`config.mk`:
```
export PLATFORM = sky130hd
export DESIGN_NAME = pmbus_status_regs
export DESIGN_NICKNAME = d
export VERILOG_FILES = /design/src/pm_pkg.sv /design/src/status_byte_if.sv /design/src/pin_sync2.sv /design/src/w1c_status_byte.sv /design/src/pmbus_status_regs.sv
export SDC_FILE = /design/constraint.sdc
export NUM_CORES = 1
export LEC_CHECK = 0
export BUFFER_PORTS_ARGS = -buffer_cell sky130_fd_sc_hd__buf_2
export CAP_MARGIN = 20
export CORE_MARGIN = 2
export CORE_UTILIZATION = 59
export CTS_BUF_LIST = sky130_fd_sc_hd__clkbuf_8
export CTS_CLUSTER_DIAMETER = 120
export DETAILED_ROUTE_END_ITERATION = 10
export MAX_ROUTING_LAYER = met4
export PLACE_DENSITY = 0.88
export SLEW_MARGIN = 20
export SYNTH_ARGS = -nofsm -noshare
export SYNTH_HDL_FRONTEND = slang
export SYNTH_SLANG_ARGS = --single-unit
```
`constraint.sdc`:
```
create_clock -name i_clk -period 3.6 [get_ports i_clk]
set_input_delay 0.72 -clock i_clk [delete_from_list [all_inputs] [get_ports i_clk]]
set_output_delay 0.72 -clock i_clk [all_outputs]
set_load 0.03 [all_outputs]
```
`src/pm_pkg.sv`:
```
// Behaviour
// - input byte: overvoltage 7, undervoltage 4, low-input off 3
// - thermal byte: fault 7, warning 6, 5:0 reserved
// - comms byte: bad command 7, bad data 6, PEC 5
// - revision byte reports 1.2 for both parts
// - revision codes 000/001/010 and 0000/0001/0010 mean 1.0/1.1/1.2
// - type word: high byte reserved, name 7:2, protect 1
// - protect bit clear means writes are allowed
// - protect bit set refuses writes to protected fields
// - summary bits 13, 2, 1 follow the three bytes
package pm_pkg;
   // ---------------------------------------------------------------
   // command codes
   // ---------------------------------------------------------------
   localparam logic [7:0] CMD_IN = 8'h7C;
   localparam logic [7:0] CMD_TH = 8'h7D;
   localparam logic [7:0] CMD_CM = 8'h7E;
   localparam logic [7:0] CMD_VIN = 8'h88;
   localparam logic [7:0] CMD_VOUT = 8'h8B;
   localparam logic [7:0] CMD_IOUT = 8'h8C;
   localparam logic [7:0] CMD_TEMP = 8'h8D;
   localparam logic [7:0] CMD_REV = 8'h98;
   localparam logic [7:0] CMD_MTYPE = 8'hD0;
   // ---------------------------------------------------------------
   // field layouts
   // ---------------------------------------------------------------
   localparam int IN_OV_BIT = 7;
   localparam int IN_UV_BIT = 4;
   localparam int IN_OFF_BIT = 3;
   localparam int TH_FAULT_BIT = 7;
   localparam int TH_WARN_BIT = 6;
   localparam int CM_CMD_BIT = 7;
   localparam int CM_DATA_BIT = 6;
   localparam int CM_PEC_BIT = 5;
   localparam logic [7:0] IN_MASK = 8'h98;
   localparam logic [7:0] TH_MASK = 8'hC0;
   localparam logic [7:0] CM_MASK = 8'hE0;
   localparam logic [2:0] PART1_V12 = 3'h2;
   localparam logic [3:0] PART2_V12 = 4'h2;
   localparam logic [7:0] REV_VALUE = {PART1_V12, 1'b0, PART2_V12};
   localparam int MT_RES_BIT = 0;
   localparam int MT_WP_BIT = 1;
   localparam int MT_NAME_LSB = 2;
   localparam int MT_NAME_W = 6;
   localparam int SUM_IN_BIT = 13;
   localparam int SUM_TH_BIT = 2;
   localparam int SUM_CM_BIT = 1;
   // ---------------------------------------------------------------
   // command kinds {known, writable, word}
   // ---------------------------------------------------------------
   localparam int K_KNOWN = 2;
   localparam int K_WR = 1;
   localparam int K_WORD = 0;
   localparam logic [2:0] KIND_STATUS = 3'h6;
   localparam logic [2:0] KIND_MTYPE = 3'h7;
   localparam logic [2:0] KIND_TELEM = 3'h5;
   localparam logic [2:0] KIND_REV = 3'h4;
   localparam logic [2:0] KIND_NONE = 3'h0;
   // decode of a command byte into its kind
   function automatic logic [2:0] cmd_kind(input logic [7:0] c);
      if (c == CMD_IN || c == CMD_TH || c == CMD_CM) begin
         return KIND_STATUS;
      end else if (c == CMD_MTYPE) begin
         return KIND_MTYPE;
      end else if (c == CMD_VIN || c == CMD_VOUT || c == CMD_IOUT || c == CMD_TEMP) begin
         return KIND_TELEM;
      end else if (c == CMD_REV) begin
         return KIND_REV;
      end else begin
         return KIND_NONE;
      end
   endfunction : cmd_kind
   // ---------------------------------------------------------------
   // link framing
   // ---------------------------------------------------------------
   localparam logic [7:0] PEC_POLY = 8'h07;
   localparam logic [7:0] IDLE_BYTE = 8'hFF;
   localparam logic [3:0] BYTE_BITS = 4'h8;
   localparam logic [2:0] WN_MAX = 3'h7;
   localparam int SEL_IN = 0;
   localparam int SEL_TH = 1;
   localparam int SEL_CM = 2;
   typedef enum logic [2:0] {
      st_idle = 3'h0,
      st_rx = 3'h1,
      st_rack = 3'h3,
      st_tx = 3'h2,
      st_tack = 3'h6
   } link_st_t;
endpackage : pm_pkg

```
`src/status_byte_if.sv`:
```
`timescale 1ns/1ns
`default_nettype none
// one sticky status byte: set and clear masks in, flag value out
interface status_byte_if;
   logic [7:0] set;
   logic [7:0] clr;
   logic [7:0] val;
   modport owner (input set, input clr, output val);
   modport user (output set, output clr, input val);
endinterface : status_byte_if
`default_nettype wire

```
`src/pin_sync2.sv`:
```
`timescale 1ns/1ns
`default_nettype none
module pin_sync2 #(
   parameter int W = 2
) (
   input wire logic i_clk,          // controller clock
   input wire logic i_rst_b,        // async reset, active low
   input wire logic [W-1:0] i_d,    // pins from outside the clock domain
   output logic [W-1:0] o_q         // synchronised copy
);
   typedef struct packed {
      logic [W-1:0] s1;
      logic [W-1:0] s2;
   } sync_t;
   sync_t r, n;
   // first stage feeds only the second stage
   always_comb begin
      n = r;
      n.s1 = i_d;
      n.s2 = r.s1;
   end
   // bus idles high, so reset to ones avoids a false edge
   always_ff @(posedge i_clk or negedge i_rst_b) begin
      if (!i_rst_b) begin
         r <= '1;
      end else begin
         r <= n;
      end
   end
   assign o_q = r.s2;
endmodule : pin_sync2
`default_nettype wire

```
`src/w1c_status_byte.sv`:
```
`timescale 1ns/1ns
`default_nettype none
module w1c_status_byte #(
   parameter logic [7:0] SUPPORTED = 8'hFF
) (
   input wire logic i_clk,          // controller clock
   input wire logic i_rst_b,        // async reset, active low
   status_byte_if.owner bus         // set, clear and value
);
   typedef struct packed {
      logic [7:0] val;
   } flag_t;
   flag_t r, n;
   // set beats clear in the same cycle so no event is lost
   always_comb begin
      n = r;
      n.val = ((r.val & ~bus.clr) | bus.set) & SUPPORTED;
   end
   always_ff @(posedge i_clk or negedge i_rst_b) begin
      if (!i_rst_b) begin
         r <= '0;
      end else begin
         r <= n;
      end
   end
   assign bus.val = r.val;
endmodule : w1c_status_byte
`default_nettype wire

```
`src/pmbus_status_regs.sv`:
```
`timescale 1ns/1ns
`default_nettype none
module pmbus_status_regs #(
   parameter logic [6:0] DEV_ADDR = 7'h40,   // bus address, arbitrary default
   parameter logic [5:0] MODULE_NAME = 6'h00 // name code, arbitrary value
) (
   input wire logic i_clk,                       // 10 MHz controller clock
   input wire logic i_rst_b,                     // async reset, active low
   input wire logic i_scl,                       // bus clock pin
   input wire logic i_sda,                       // bus data pin level
   output logic o_sda_out,                       // data pin drive value
   output logic o_sda_oe,                        // data pin pulled low
   input wire logic i_input_overvoltage_fault,   // input overvoltage seen
   input wire logic i_input_undervoltage_fault,  // input undervoltage seen
   input wire logic i_input_low_unit_off,        // unit off on low input
   input wire logic i_overtemperature_fault,     // thermal fault seen
   input wire logic i_overtemperature_warning,   // thermal warning seen
   input wire logic [15:0] i_input_voltage,      // input voltage telemetry
   input wire logic [15:0] i_output_voltage,     // output voltage telemetry
   input wire logic [15:0] i_output_current,     // output current telemetry
   input wire logic [15:0] i_temperature,        // temperature telemetry
   output logic o_write_protect,                 // protection active
   output logic [15:0] o_status_summary          // summary status bits
);
   // ---------------------------------------------------------------
   // state
   // ---------------------------------------------------------------
   typedef struct packed {
      pm_pkg::link_st_t st;
      logic scl_d, sda_d, first, have_cmd, rw, oe, wr_prot;
      logic ev_cmd, ev_data, ev_pec;
      logic [7:0] sh, cmd, crc, clr_byte;
      logic [3:0] bits;
      logic [2:0] wn, clr_sel;
      logic [15:0] wbuf, txw, summ;
      logic [1:0] txn;
      logic [5:0] name;
   } state_t;
   state_t r, n;
   logic [1:0] pins_s;
   logic scl_s, sda_s, rise, fall, start, stop, load_tx, mt_commit, any_in, any_th, any_cm;
   logic [2:0] kind, nk;
   logic [1:0] tx_len;
   logic [7:0] txb;
   logic [15:0] rd;
   status_byte_if in_if ();
   status_byte_if th_if ();
   status_byte_if cm_if ();

   // ---------------------------------------------------------------
   // pins and flag bytes
   // ---------------------------------------------------------------
   pin_sync2 #(.W(2)) u_sync (
      .i_clk(i_clk),
      .i_rst_b(i_rst_b),
      .i_d({i_scl, i_sda}),
      .o_q(pins_s)
   );
   w1c_status_byte #(.SUPPORTED(pm_pkg::IN_MASK)) u_in (
      .i_clk(i_clk), .i_rst_b(i_rst_b), .bus(in_if.owner));
   w1c_status_byte #(.SUPPORTED(pm_pkg::TH_MASK)) u_th (
      .i_clk(i_clk), .i_rst_b(i_rst_b), .bus(th_if.owner));
   w1c_status_byte #(.SUPPORTED(pm_pkg::CM_MASK)) u_cm (
      .i_clk(i_clk), .i_rst_b(i_rst_b), .bus(cm_if.owner));

   // condition levels set flags every cycle they are present
   assign in_if.set = ({7'h00, i_input_overvoltage_fault} << pm_pkg::IN_OV_BIT)
      | ({7'h00, i_input_undervoltage_fault} << pm_pkg::IN_UV_BIT)
      | ({7'h00, i_input_low_unit_off} << pm_pkg::IN_OFF_BIT);
   assign th_if.set = ({7'h00, i_overtemperature_fault} << pm_pkg::TH_FAULT_BIT)
      | ({7'h00, i_overtemperature_warning} << pm_pkg::TH_WARN_BIT);
   assign cm_if.set = ({7'h00, r.ev_cmd} << pm_pkg::CM_CMD_BIT)
      | ({7'h00, r.ev_data} << pm_pkg::CM_DATA_BIT)
      | ({7'h00, r.ev_pec} << pm_pkg::CM_PEC_BIT);
   assign in_if.clr = r.clr_sel[pm_pkg::SEL_IN] ? r.clr_byte : 8'h00;
   assign th_if.clr = r.clr_sel[pm_pkg::SEL_TH] ? r.clr_byte : 8'h00;
   assign cm_if.clr = r.clr_sel[pm_pkg::SEL_CM] ? r.clr_byte : 8'h00;

   // bus events, from synchronised pins only
   assign scl_s = pins_s[1];
   assign sda_s = pins_s[0];
   assign rise = !r.scl_d && scl_s;
   assign fall = r.scl_d && !scl_s;
   assign start = r.sda_d && !sda_s && scl_s && r.scl_d;
   assign stop = !r.sda_d && sda_s && scl_s && r.scl_d;
   assign load_tx = fall && (r.st == pm_pkg::st_tack || (r.st == pm_pkg::st_rack && r.rw));
   assign any_in = |in_if.val;
   assign any_th = |th_if.val;
   assign any_cm = |cm_if.val;

   // ---------------------------------------------------------------
   // helpers
   // ---------------------------------------------------------------
   function automatic logic [7:0] crc_step(input logic [7:0] c, input logic b);
      return {c[6:0], 1'b0} ^ ((c[7] ^ b) ? pm_pkg::PEC_POLY : 8'h00);
   endfunction : crc_step

   // read word for the latched command; telemetry is captured once at the
   // read address so both bytes of a word belong to the same sample
   always_comb begin
      if (r.cmd == pm_pkg::CMD_IN) begin
         rd = {8'h00, in_if.val};
      end else if (r.cmd == pm_pkg::CMD_TH) begin
         rd = {8'h00, th_if.val};
      end else if (r.cmd == pm_pkg::CMD_CM) begin
         rd = {8'h00, cm_if.val};
      end else if (r.cmd == pm_pkg::CMD_VIN) begin
         rd = i_input_voltage;
      end else if (r.cmd == pm_pkg::CMD_VOUT) begin
         rd = i_output_voltage;
      end else if (r.cmd == pm_pkg::CMD_IOUT) begin
         rd = i_output_current;
      end else if (r.cmd == pm_pkg::CMD_TEMP) begin
         rd = i_temperature;
      end else if (r.cmd == pm_pkg::CMD_REV) begin
         rd = {8'h00, pm_pkg::REV_VALUE};
      end else if (r.cmd == pm_pkg::CMD_MTYPE) begin
         rd = {8'h00, r.name, r.wr_prot, 1'b0};
      end else begin
         rd = {pm_pkg::IDLE_BYTE, pm_pkg::IDLE_BYTE};
      end
   end

   // ---------------------------------------------------------------
   // link engine and register writes
   // ---------------------------------------------------------------
   always_comb begin
      n = r;
      mt_commit = 1'b0;
      kind = pm_pkg::cmd_kind(r.cmd);
      nk = pm_pkg::cmd_kind(r.sh);
      tx_len = kind[pm_pkg::K_WORD] ? 2'h2 : 2'h1;
      if (r.txn < tx_len) begin
         txb = (r.txn == 2'h0) ? r.txw[7:0] : r.txw[15:8];
      end else if (r.txn == tx_len) begin
         txb = r.crc; // trailing check byte
      end else begin
         txb = pm_pkg::IDLE_BYTE;
      end
      n.scl_d = scl_s;
      n.sda_d = sda_s;
      n.ev_cmd = 1'b0;
      n.ev_data = 1'b0;
      n.ev_pec = 1'b0;
      n.clr_sel = 3'h0;
      n.summ = 16'h0000;
      n.summ[pm_pkg::SUM_IN_BIT] = any_in;
      n.summ[pm_pkg::SUM_TH_BIT] = any_th;
      n.summ[pm_pkg::SUM_CM_BIT] = any_cm;
      if (start) begin
         n.st = pm_pkg::st_rx;
         n.bits = 4'h0;
         n.first = 1'b1;
         n.oe = 1'b0;
         // a repeated start keeps the command and the running check
         if (r.st == pm_pkg::st_idle) begin
            n.crc = 8'h00;
            n.have_cmd = 1'b0;
            n.wn = 3'h0;
            n.rw = 1'b0;
         end
      end else if (stop) begin
         n.st = pm_pkg::st_idle;
         n.oe = 1'b0;
         // writes act only at stop, after the check byte is known
         if (!r.rw && r.have_cmd && r.wn != 3'h0 && kind[pm_pkg::K_KNOWN]) begin
            if (!kind[pm_pkg::K_WR]) begin
               n.ev_data = 1'b1;
            end else if (r.wn == {1'b0, tx_len}
                  || (r.wn == {1'b0, tx_len} + 3'h1 && r.crc == 8'h00)) begin
               if (r.cmd == pm_pkg::CMD_MTYPE) begin
                  mt_commit = 1'b1;
                  n.wr_prot = r.wbuf[pm_pkg::MT_WP_BIT];
                  if (!r.wr_prot) begin
                     n.name = r.wbuf[pm_pkg::MT_NAME_LSB +: pm_pkg::MT_NAME_W];
                  end
               end else begin
                  n.clr_byte = r.wbuf[7:0];
                  n.clr_sel = {r.cmd == pm_pkg::CMD_CM, r.cmd == pm_pkg::CMD_TH,
                     r.cmd == pm_pkg::CMD_IN};
               end
            end else if (r.wn == {1'b0, tx_len} + 3'h1) begin
               n.ev_pec = 1'b1;
            end else begin
               n.ev_data = 1'b1;
            end
         end
      end else begin
         case (r.st)
            pm_pkg::st_rx: begin
               if (rise && r.bits != pm_pkg::BYTE_BITS) begin
                  n.sh = {r.sh[6:0], sda_s};
                  n.bits = r.bits + 4'h1;
               end else if (fall && r.bits != 4'h0 && r.bits != pm_pkg::BYTE_BITS) begin
                  // check advances on the fall: the rise ahead of a repeated start never counts
                  n.crc = crc_step(r.crc, r.sh[0]);
               end else if (fall && r.bits == pm_pkg::BYTE_BITS) begin
                  n.crc = crc_step(r.crc, r.sh[0]);
                  n.bits = 4'h0;
                  n.st = pm_pkg::st_rack;
                  n.oe = 1'b1;
                  if (r.first) begin
                     n.first = 1'b0;
                     n.rw = r.sh[0];
                     n.txw = rd;
                     n.txn = 2'h0;
                     if (r.sh[7:1] != DEV_ADDR) begin
                        n.st = pm_pkg::st_idle;
                        n.oe = 1'b0;
                     end
                  end else if (!r.have_cmd) begin
                     n.cmd = r.sh;
                     n.have_cmd = 1'b1;
                     n.ev_cmd = !nk[pm_pkg::K_KNOWN];
                  end else begin
                     if (r.wn == 3'h0) begin
                        n.wbuf[7:0] = r.sh;
                     end else if (r.wn == 3'h1) begin
                        n.wbuf[15:8] = r.sh;
                     end
                     if (r.wn != pm_pkg::WN_MAX) begin
                        n.wn = r.wn + 3'h1;
                     end
                  end
               end
            end
            pm_pkg::st_rack: begin
               if (fall && !r.rw) begin
                  n.oe = 1'b0;
                  n.st = pm_pkg::st_rx;
               end
            end
            pm_pkg::st_tx: begin
               if (rise) begin
                  n.crc = crc_step(r.crc, sda_s);
                  n.bits = r.bits + 4'h1;
               end else if (fall && r.bits == pm_pkg::BYTE_BITS) begin
                  n.oe = 1'b0;
                  n.st = pm_pkg::st_tack;
               end else if (fall) begin
                  n.sh = {r.sh[6:0], 1'b0};
                  n.oe = !r.sh[6];
               end
            end
            pm_pkg::st_tack: begin
               if (rise && sda_s) begin
                  n.st = pm_pkg::st_idle; // master ends the read
               end
            end
            default: begin
               n.st = pm_pkg::st_idle;
            end
         endcase
         if (load_tx) begin
            n.sh = txb;
            n.txn = (r.txn == 2'h3) ? r.txn : r.txn + 2'h1;
            n.oe = !txb[7];
            n.bits = 4'h0;
            n.st = pm_pkg::st_tx;
         end
      end
   end

   always_ff @(posedge i_clk or negedge i_rst_b) begin
      if (!i_rst_b) begin
         r <= '0;
         r.scl_d <= 1'b1;
         r.sda_d <= 1'b1;
         r.name <= MODULE_NAME;
      end else begin
         r <= n;
      end
   end

   assign o_sda_out = 1'b0;
   assign o_sda_oe = r.oe;
   assign o_write_protect = r.wr_prot;
   assign o_status_summary = r.summ;
endmodule : pmbus_status_regs
`default_nettype wire

```
==> results by group <==
Routing
  • Post-detailed-route count of antenna-violating nets: 0
  • Wirelength per Cell: 18.9 um
  • Residual DRC count: 0
  • First drt pass iteration count: 5
  • Via density per instance: 6.30
  • Initial DRC count: 471
  • Wire length reported by the detailed router: 15.0 mm
  • Detailed-route via count: 5,011

Global route
  • Grt total ovfl: 0
  • Number of global-route vias before repair: 4,763
  • Antenna violations before repair: 0
  • Tot GR Track Use: 29.9%
  • Wire length of the first global-routing pass: roughly 23 mm
  • Largest net degree at the start of global routing: 57

Floorplan
  • Die width: 103 um
  • Die area: around 0.011 mm2
  • Vert. Die Dim: 103 um
  • Cell row count: 35
  • Area of the core: 0.00933 mm2
  • Starting Density: around 61%
  • Boundary pin count: 92

Clock tree
  • Buffer cell driving the clock tree root: sky130_fd_sc_hd__clkbuf_8
  • Depth of the CTS H-tree: 3
  • Clock buffer count from CTS: 9
  • Post-CTS repair timing setup buffer count: 0
  • Post-CTS Hold Fix Bufs: 0
  • TritonCTS clock tree: yes
  • Clk buf depth: 2
  • Number of instances resized during post-cts repair: 0
  • Clock slew seen by the registers of the worst setup and hold paths: 0.11 ns
  • Latest clock arrival within the worst-skew pair: 0.37 ns
  • Number of sinks driven by the clock tree: 98

Setup path
  • RR Startpoint: r[85]$_DFFE_PN0P_
  • Worst path cell trace: nand2b_1 -> nor4b_2 -> a21oi_2 -> ha_1 -> a21oi_1 -> buf_4 -> o311ai_0 -> nand3_1 -> o31ai_1
  • Crit path launch type: register
  • Critical path data arrival time: 3.43 ns
  • Crit path largest cell delay: between 0.5 and 0.6 ns
  • Kind of critical path: register to register
  • Crit path buffers/inverters: 1
  • Crit path capture type: register
  • Crit path required time: approximately 3.9 ns
  • Critical path startpoint: r[85]$_DFFE_PN0P_
  • Worst reg2reg setup slack: 0.44 ns
  • Standard cell with the maximum stage delay on the critical path: sky130_fd_sc_hd__nor4b_2
  • Maximum fanout along the worst path: 16
  • R2R depth: 9
  • Dominant delay contributor by cell family on the critical path: compound AO/OA/AOI/OAI gates
  • Reg-to-reg endpoint: o_sda_oe$_DFFE_PN0P_

Logic synthesis
  • Proportion of synthesized chip area in sequential cells: 42.9%
  • Parity-gate share of the synthesized area counting xor and xnor cells: 1.22%
  • Most common flop cell mapped by yosys: sky130_fd_sc_hd__dfrtp_1
  • Post-synth cell types: between 70 and 80
  • Fraction of registers with async set/reset: 100%
  • Most area-consuming cells after synthesis: sky130_fd_sc_hd__dfrtp_1 (40%), sky130_fd_sc_hd__mux2_2 (5.9%), sky130_fd_sc_hd__nand2_1 (3.9%)
  • Mean cell area of the mapped netlist: ~9.6 um2
  • Fraction of synthesized cell area taken by the top area cell type: 40.2%
  • Cell types with the highest counts after synthesis: sky130_fd_sc_hd__dfrtp_1 (92), sky130_fd_sc_hd__nand2_1 (60), sky130_fd_sc_hd__nor2_1 (43)
  • Post-synthesis sequential element count: 98
  • Synthesized-area fraction occupied by and/or/nand/nor cells: 18.1%
  • Largest family of logic cells by synthesized area: compound AO/OA/AOI/OAI gates
  • Cells after Synth: 599
  • Library cell with the highest instance count after synthesis: sky130_fd_sc_hd__dfrtp_1
  • Adder-cell share of the synthesized area: about 2.0%
  • Mux share of post-synthesis cell area: 8.73%
  • Library cell occupying the most area in the post-synthesis netlist: sky130_fd_sc_hd__dfrtp_1
  • Post-synthesis compound-gate area fraction: 21.4%
  • Synth warn: 0
  • Post-synthesis instance area: 0.00573 mm2
  • Number of enable-type register cells in the synthesized netlist: 0

Power and ir drop
  • Clk pwr share: 26.9%
  • Fraction of power consumed by combinational cells: 20.8%
  • Switching power as a share of total power: 35.2%
  • Part of the power in registers: between 50% and 60%
  • Int Pwr: around 0.0017 W
  • Tot Pwr: 0.00258 W
  • Leakage power: between 2 and 3 nW
  • Power density over the cells: 409 mW/mm2
  • Maximum VDD drop: 0.269 mV
  • NetSw: 0.000909 W

Status
  • Result of the run: finished clean

Timing
  • Setup repair after global routing missed its margin: no
  • Slew Limit Fails: 0
  • Transition time at the pin with the least slew margin: roughly 1.1 ns
  • Setup TNS: 0 ns
  • Shortest clock period the worst path allows after layout: 3.16 ns
  • Relative max-transition margin: 26.3%
  • Final setup vio count: 0
  • Achievable clock frequency: about 320 MHz
  • Worst clock skew: between 0.01 and 0.015 ns
  • Hold Vio Cnt, Final: 0
  • Crit share post-route: between 80% and 90%

Placed design
  • Port bufs: 77
  • HPWL after detailed placement: around 11 mm
  • Number of instances in the placed design: 780
  • Gpl congestion: 0.947

Cells and area
  • Non-Filler Instances: about 800
  • Final layout net count: 744
  • Antenna diodes: 0
  • Area of all sequential standard cells: 0.00246 mm2
  • Number of fillers in the final layout: 718
  • Share of layout cells above drive strength 1: 23.2%
  • P&R area growth vs syn: 10.3%
  • Area of the multi-input gates: 0.00300 mm2
  • Finished Core Util: a little under 70%

Worst hold path
  • Hold Crit Endpoint: u_sync.o_q[1]$_DFF_PN1_
  • Min-Delay Startpoint: u_sync.n[1]$_DFF_PN1_
  • Hold-critical path depth: 0
  • Worst hold-check path type: register to register

Run
  • Number of violations of the max-capacitance limit: 0
## power groups by stage
stage	Sequential (W)	Combinational, W	Clock, W
floorplan	0.00128	0.000414	0
global placement	0.00136	0.000492	0
detailed placement	0.00136	0.000528	0
CTS	0.00134	0.000534	0.000712
global route	0.00136	0.000594	0.000751
finish	0.00135	0.000537	0.000695
## cell type report
cell class              count  share of cell area (%)
multi-input cells         450                    47.5
flip-flops and latches     98                    38.9
repair buffers             84                    6.96
well taps                 129                    2.55
clock buffers               9                    1.96
inverters                  19                    1.13
clock inverters             7                    1.03
## kinds of logic (layout without fill, tap and decap cells)
| family | count (synthesis) | after routing |
|---|---|---|
| DFF | 98 | 98 |
| adders and majority gates | 9 | 9 |
| muxes | 46 | 46 |
| other | 1 | 14 |
| and+or+nand+nor | 197 | 197 |
| buffers and inverters | 64 | 119 |
| xor gates and xnor gates | 8 | 8 |
| AOI/OAI and AO/OA | 176 | 176 |
## worst max path at each step
stage                     slack, ns  depth (start not counted)                   end
after floorplan                0.89                          9     r[94]$_DFFE_PN0P_
after global placement         0.71                          9  o_sda_oe$_DFFE_PN0P_
after detailed placement       0.53                          9  o_sda_oe$_DFFE_PN0P_
after CTS                      0.50                          9  o_sda_oe$_DFFE_PN0P_
after global routing           0.19                          9  o_sda_oe$_DFFE_PN0P_
final                          0.44                          9  o_sda_oe$_DFFE_PN0P_
## layout by cell type, fill, tap and decap left out, types with 12 or more instances in the layout
master and instances:
sky130_fd_sc_hd__nor3_1 13, sky130_fd_sc_hd__conb_1 14, sky130_fd_sc_hd__nand3_1 15, sky130_fd_sc_hd__nand2_1 60, sky130_fd_sc_hd__buf_2 76, sky130_fd_sc_hd__a21o_1 18
sky130_fd_sc_hd__mux2_2 30, sky130_fd_sc_hd__a31oi_1 13, sky130_fd_sc_hd__mux2i_1 14, sky130_fd_sc_hd__inv_1 19, sky130_fd_sc_hd__dfrtp_1 92, sky130_fd_sc_hd__nor2b_1 12
sky130_fd_sc_hd__a21oi_1 25, sky130_fd_sc_hd__o221ai_1 12, sky130_fd_sc_hd__nor2_1 43, sky130_fd_sc_hd__o21ai_0 39
## flip-flops by register name, indices dropped and copies added (netlist names)
| signal | cells |
|---|---|
| u_cm.bus.val | 3 |
| o_write_protect | 1 |
| o_sda_oe | 1 |
| o_status_summary | 3 |
| r | 81 |
| u_sync.n | 2 |
| u_sync.o_q | 2 |
| u_in.bus.val | 3 |
| u_th.bus.val | 2 |
## metrics by stage
stage | instance area, um2 | setup WS, ns | hold slack [ns]
after floorplan | 5780 | 0.890 | 0.345
after global placement | 6140 | 0.707 | 0.346
after detailed placement | 6140 | 0.532 | 0.347
after CTS | 6320 | 0.501 | 0.363
after global routing | 6320 | 0.187 | 0.374
final | 6320 | 0.441 | 0.362
## worst reg2reg max path, stage by stage, from the launching register on
cell and delay, ns:
sky130_fd_sc_hd__dfrtp_1 0.51, sky130_fd_sc_hd__nand2b_1 0.23, sky130_fd_sc_hd__nor4b_2 0.57, sky130_fd_sc_hd__a21oi_2 0.26
sky130_fd_sc_hd__ha_1 0.37, sky130_fd_sc_hd__a21oi_1 0.06, sky130_fd_sc_hd__buf_4 0.18, sky130_fd_sc_hd__o311ai_0 0.51
sky130_fd_sc_hd__nand3_1 0.15, sky130_fd_sc_hd__o31ai_1 0.23
## routing by layer
layer / routed length (um) / GRT usage [%] / up-vias
met5: 0 / - / -
met4: 405 / 10.3 / 0
met3: 1200 / 4.34 / 49
met2: 7150 / 48.7 / 316
met1: 6270 / 38.6 / 2348
li1: - / - / 2298
No activity file was read; power rests on OpenSTA's default activity.
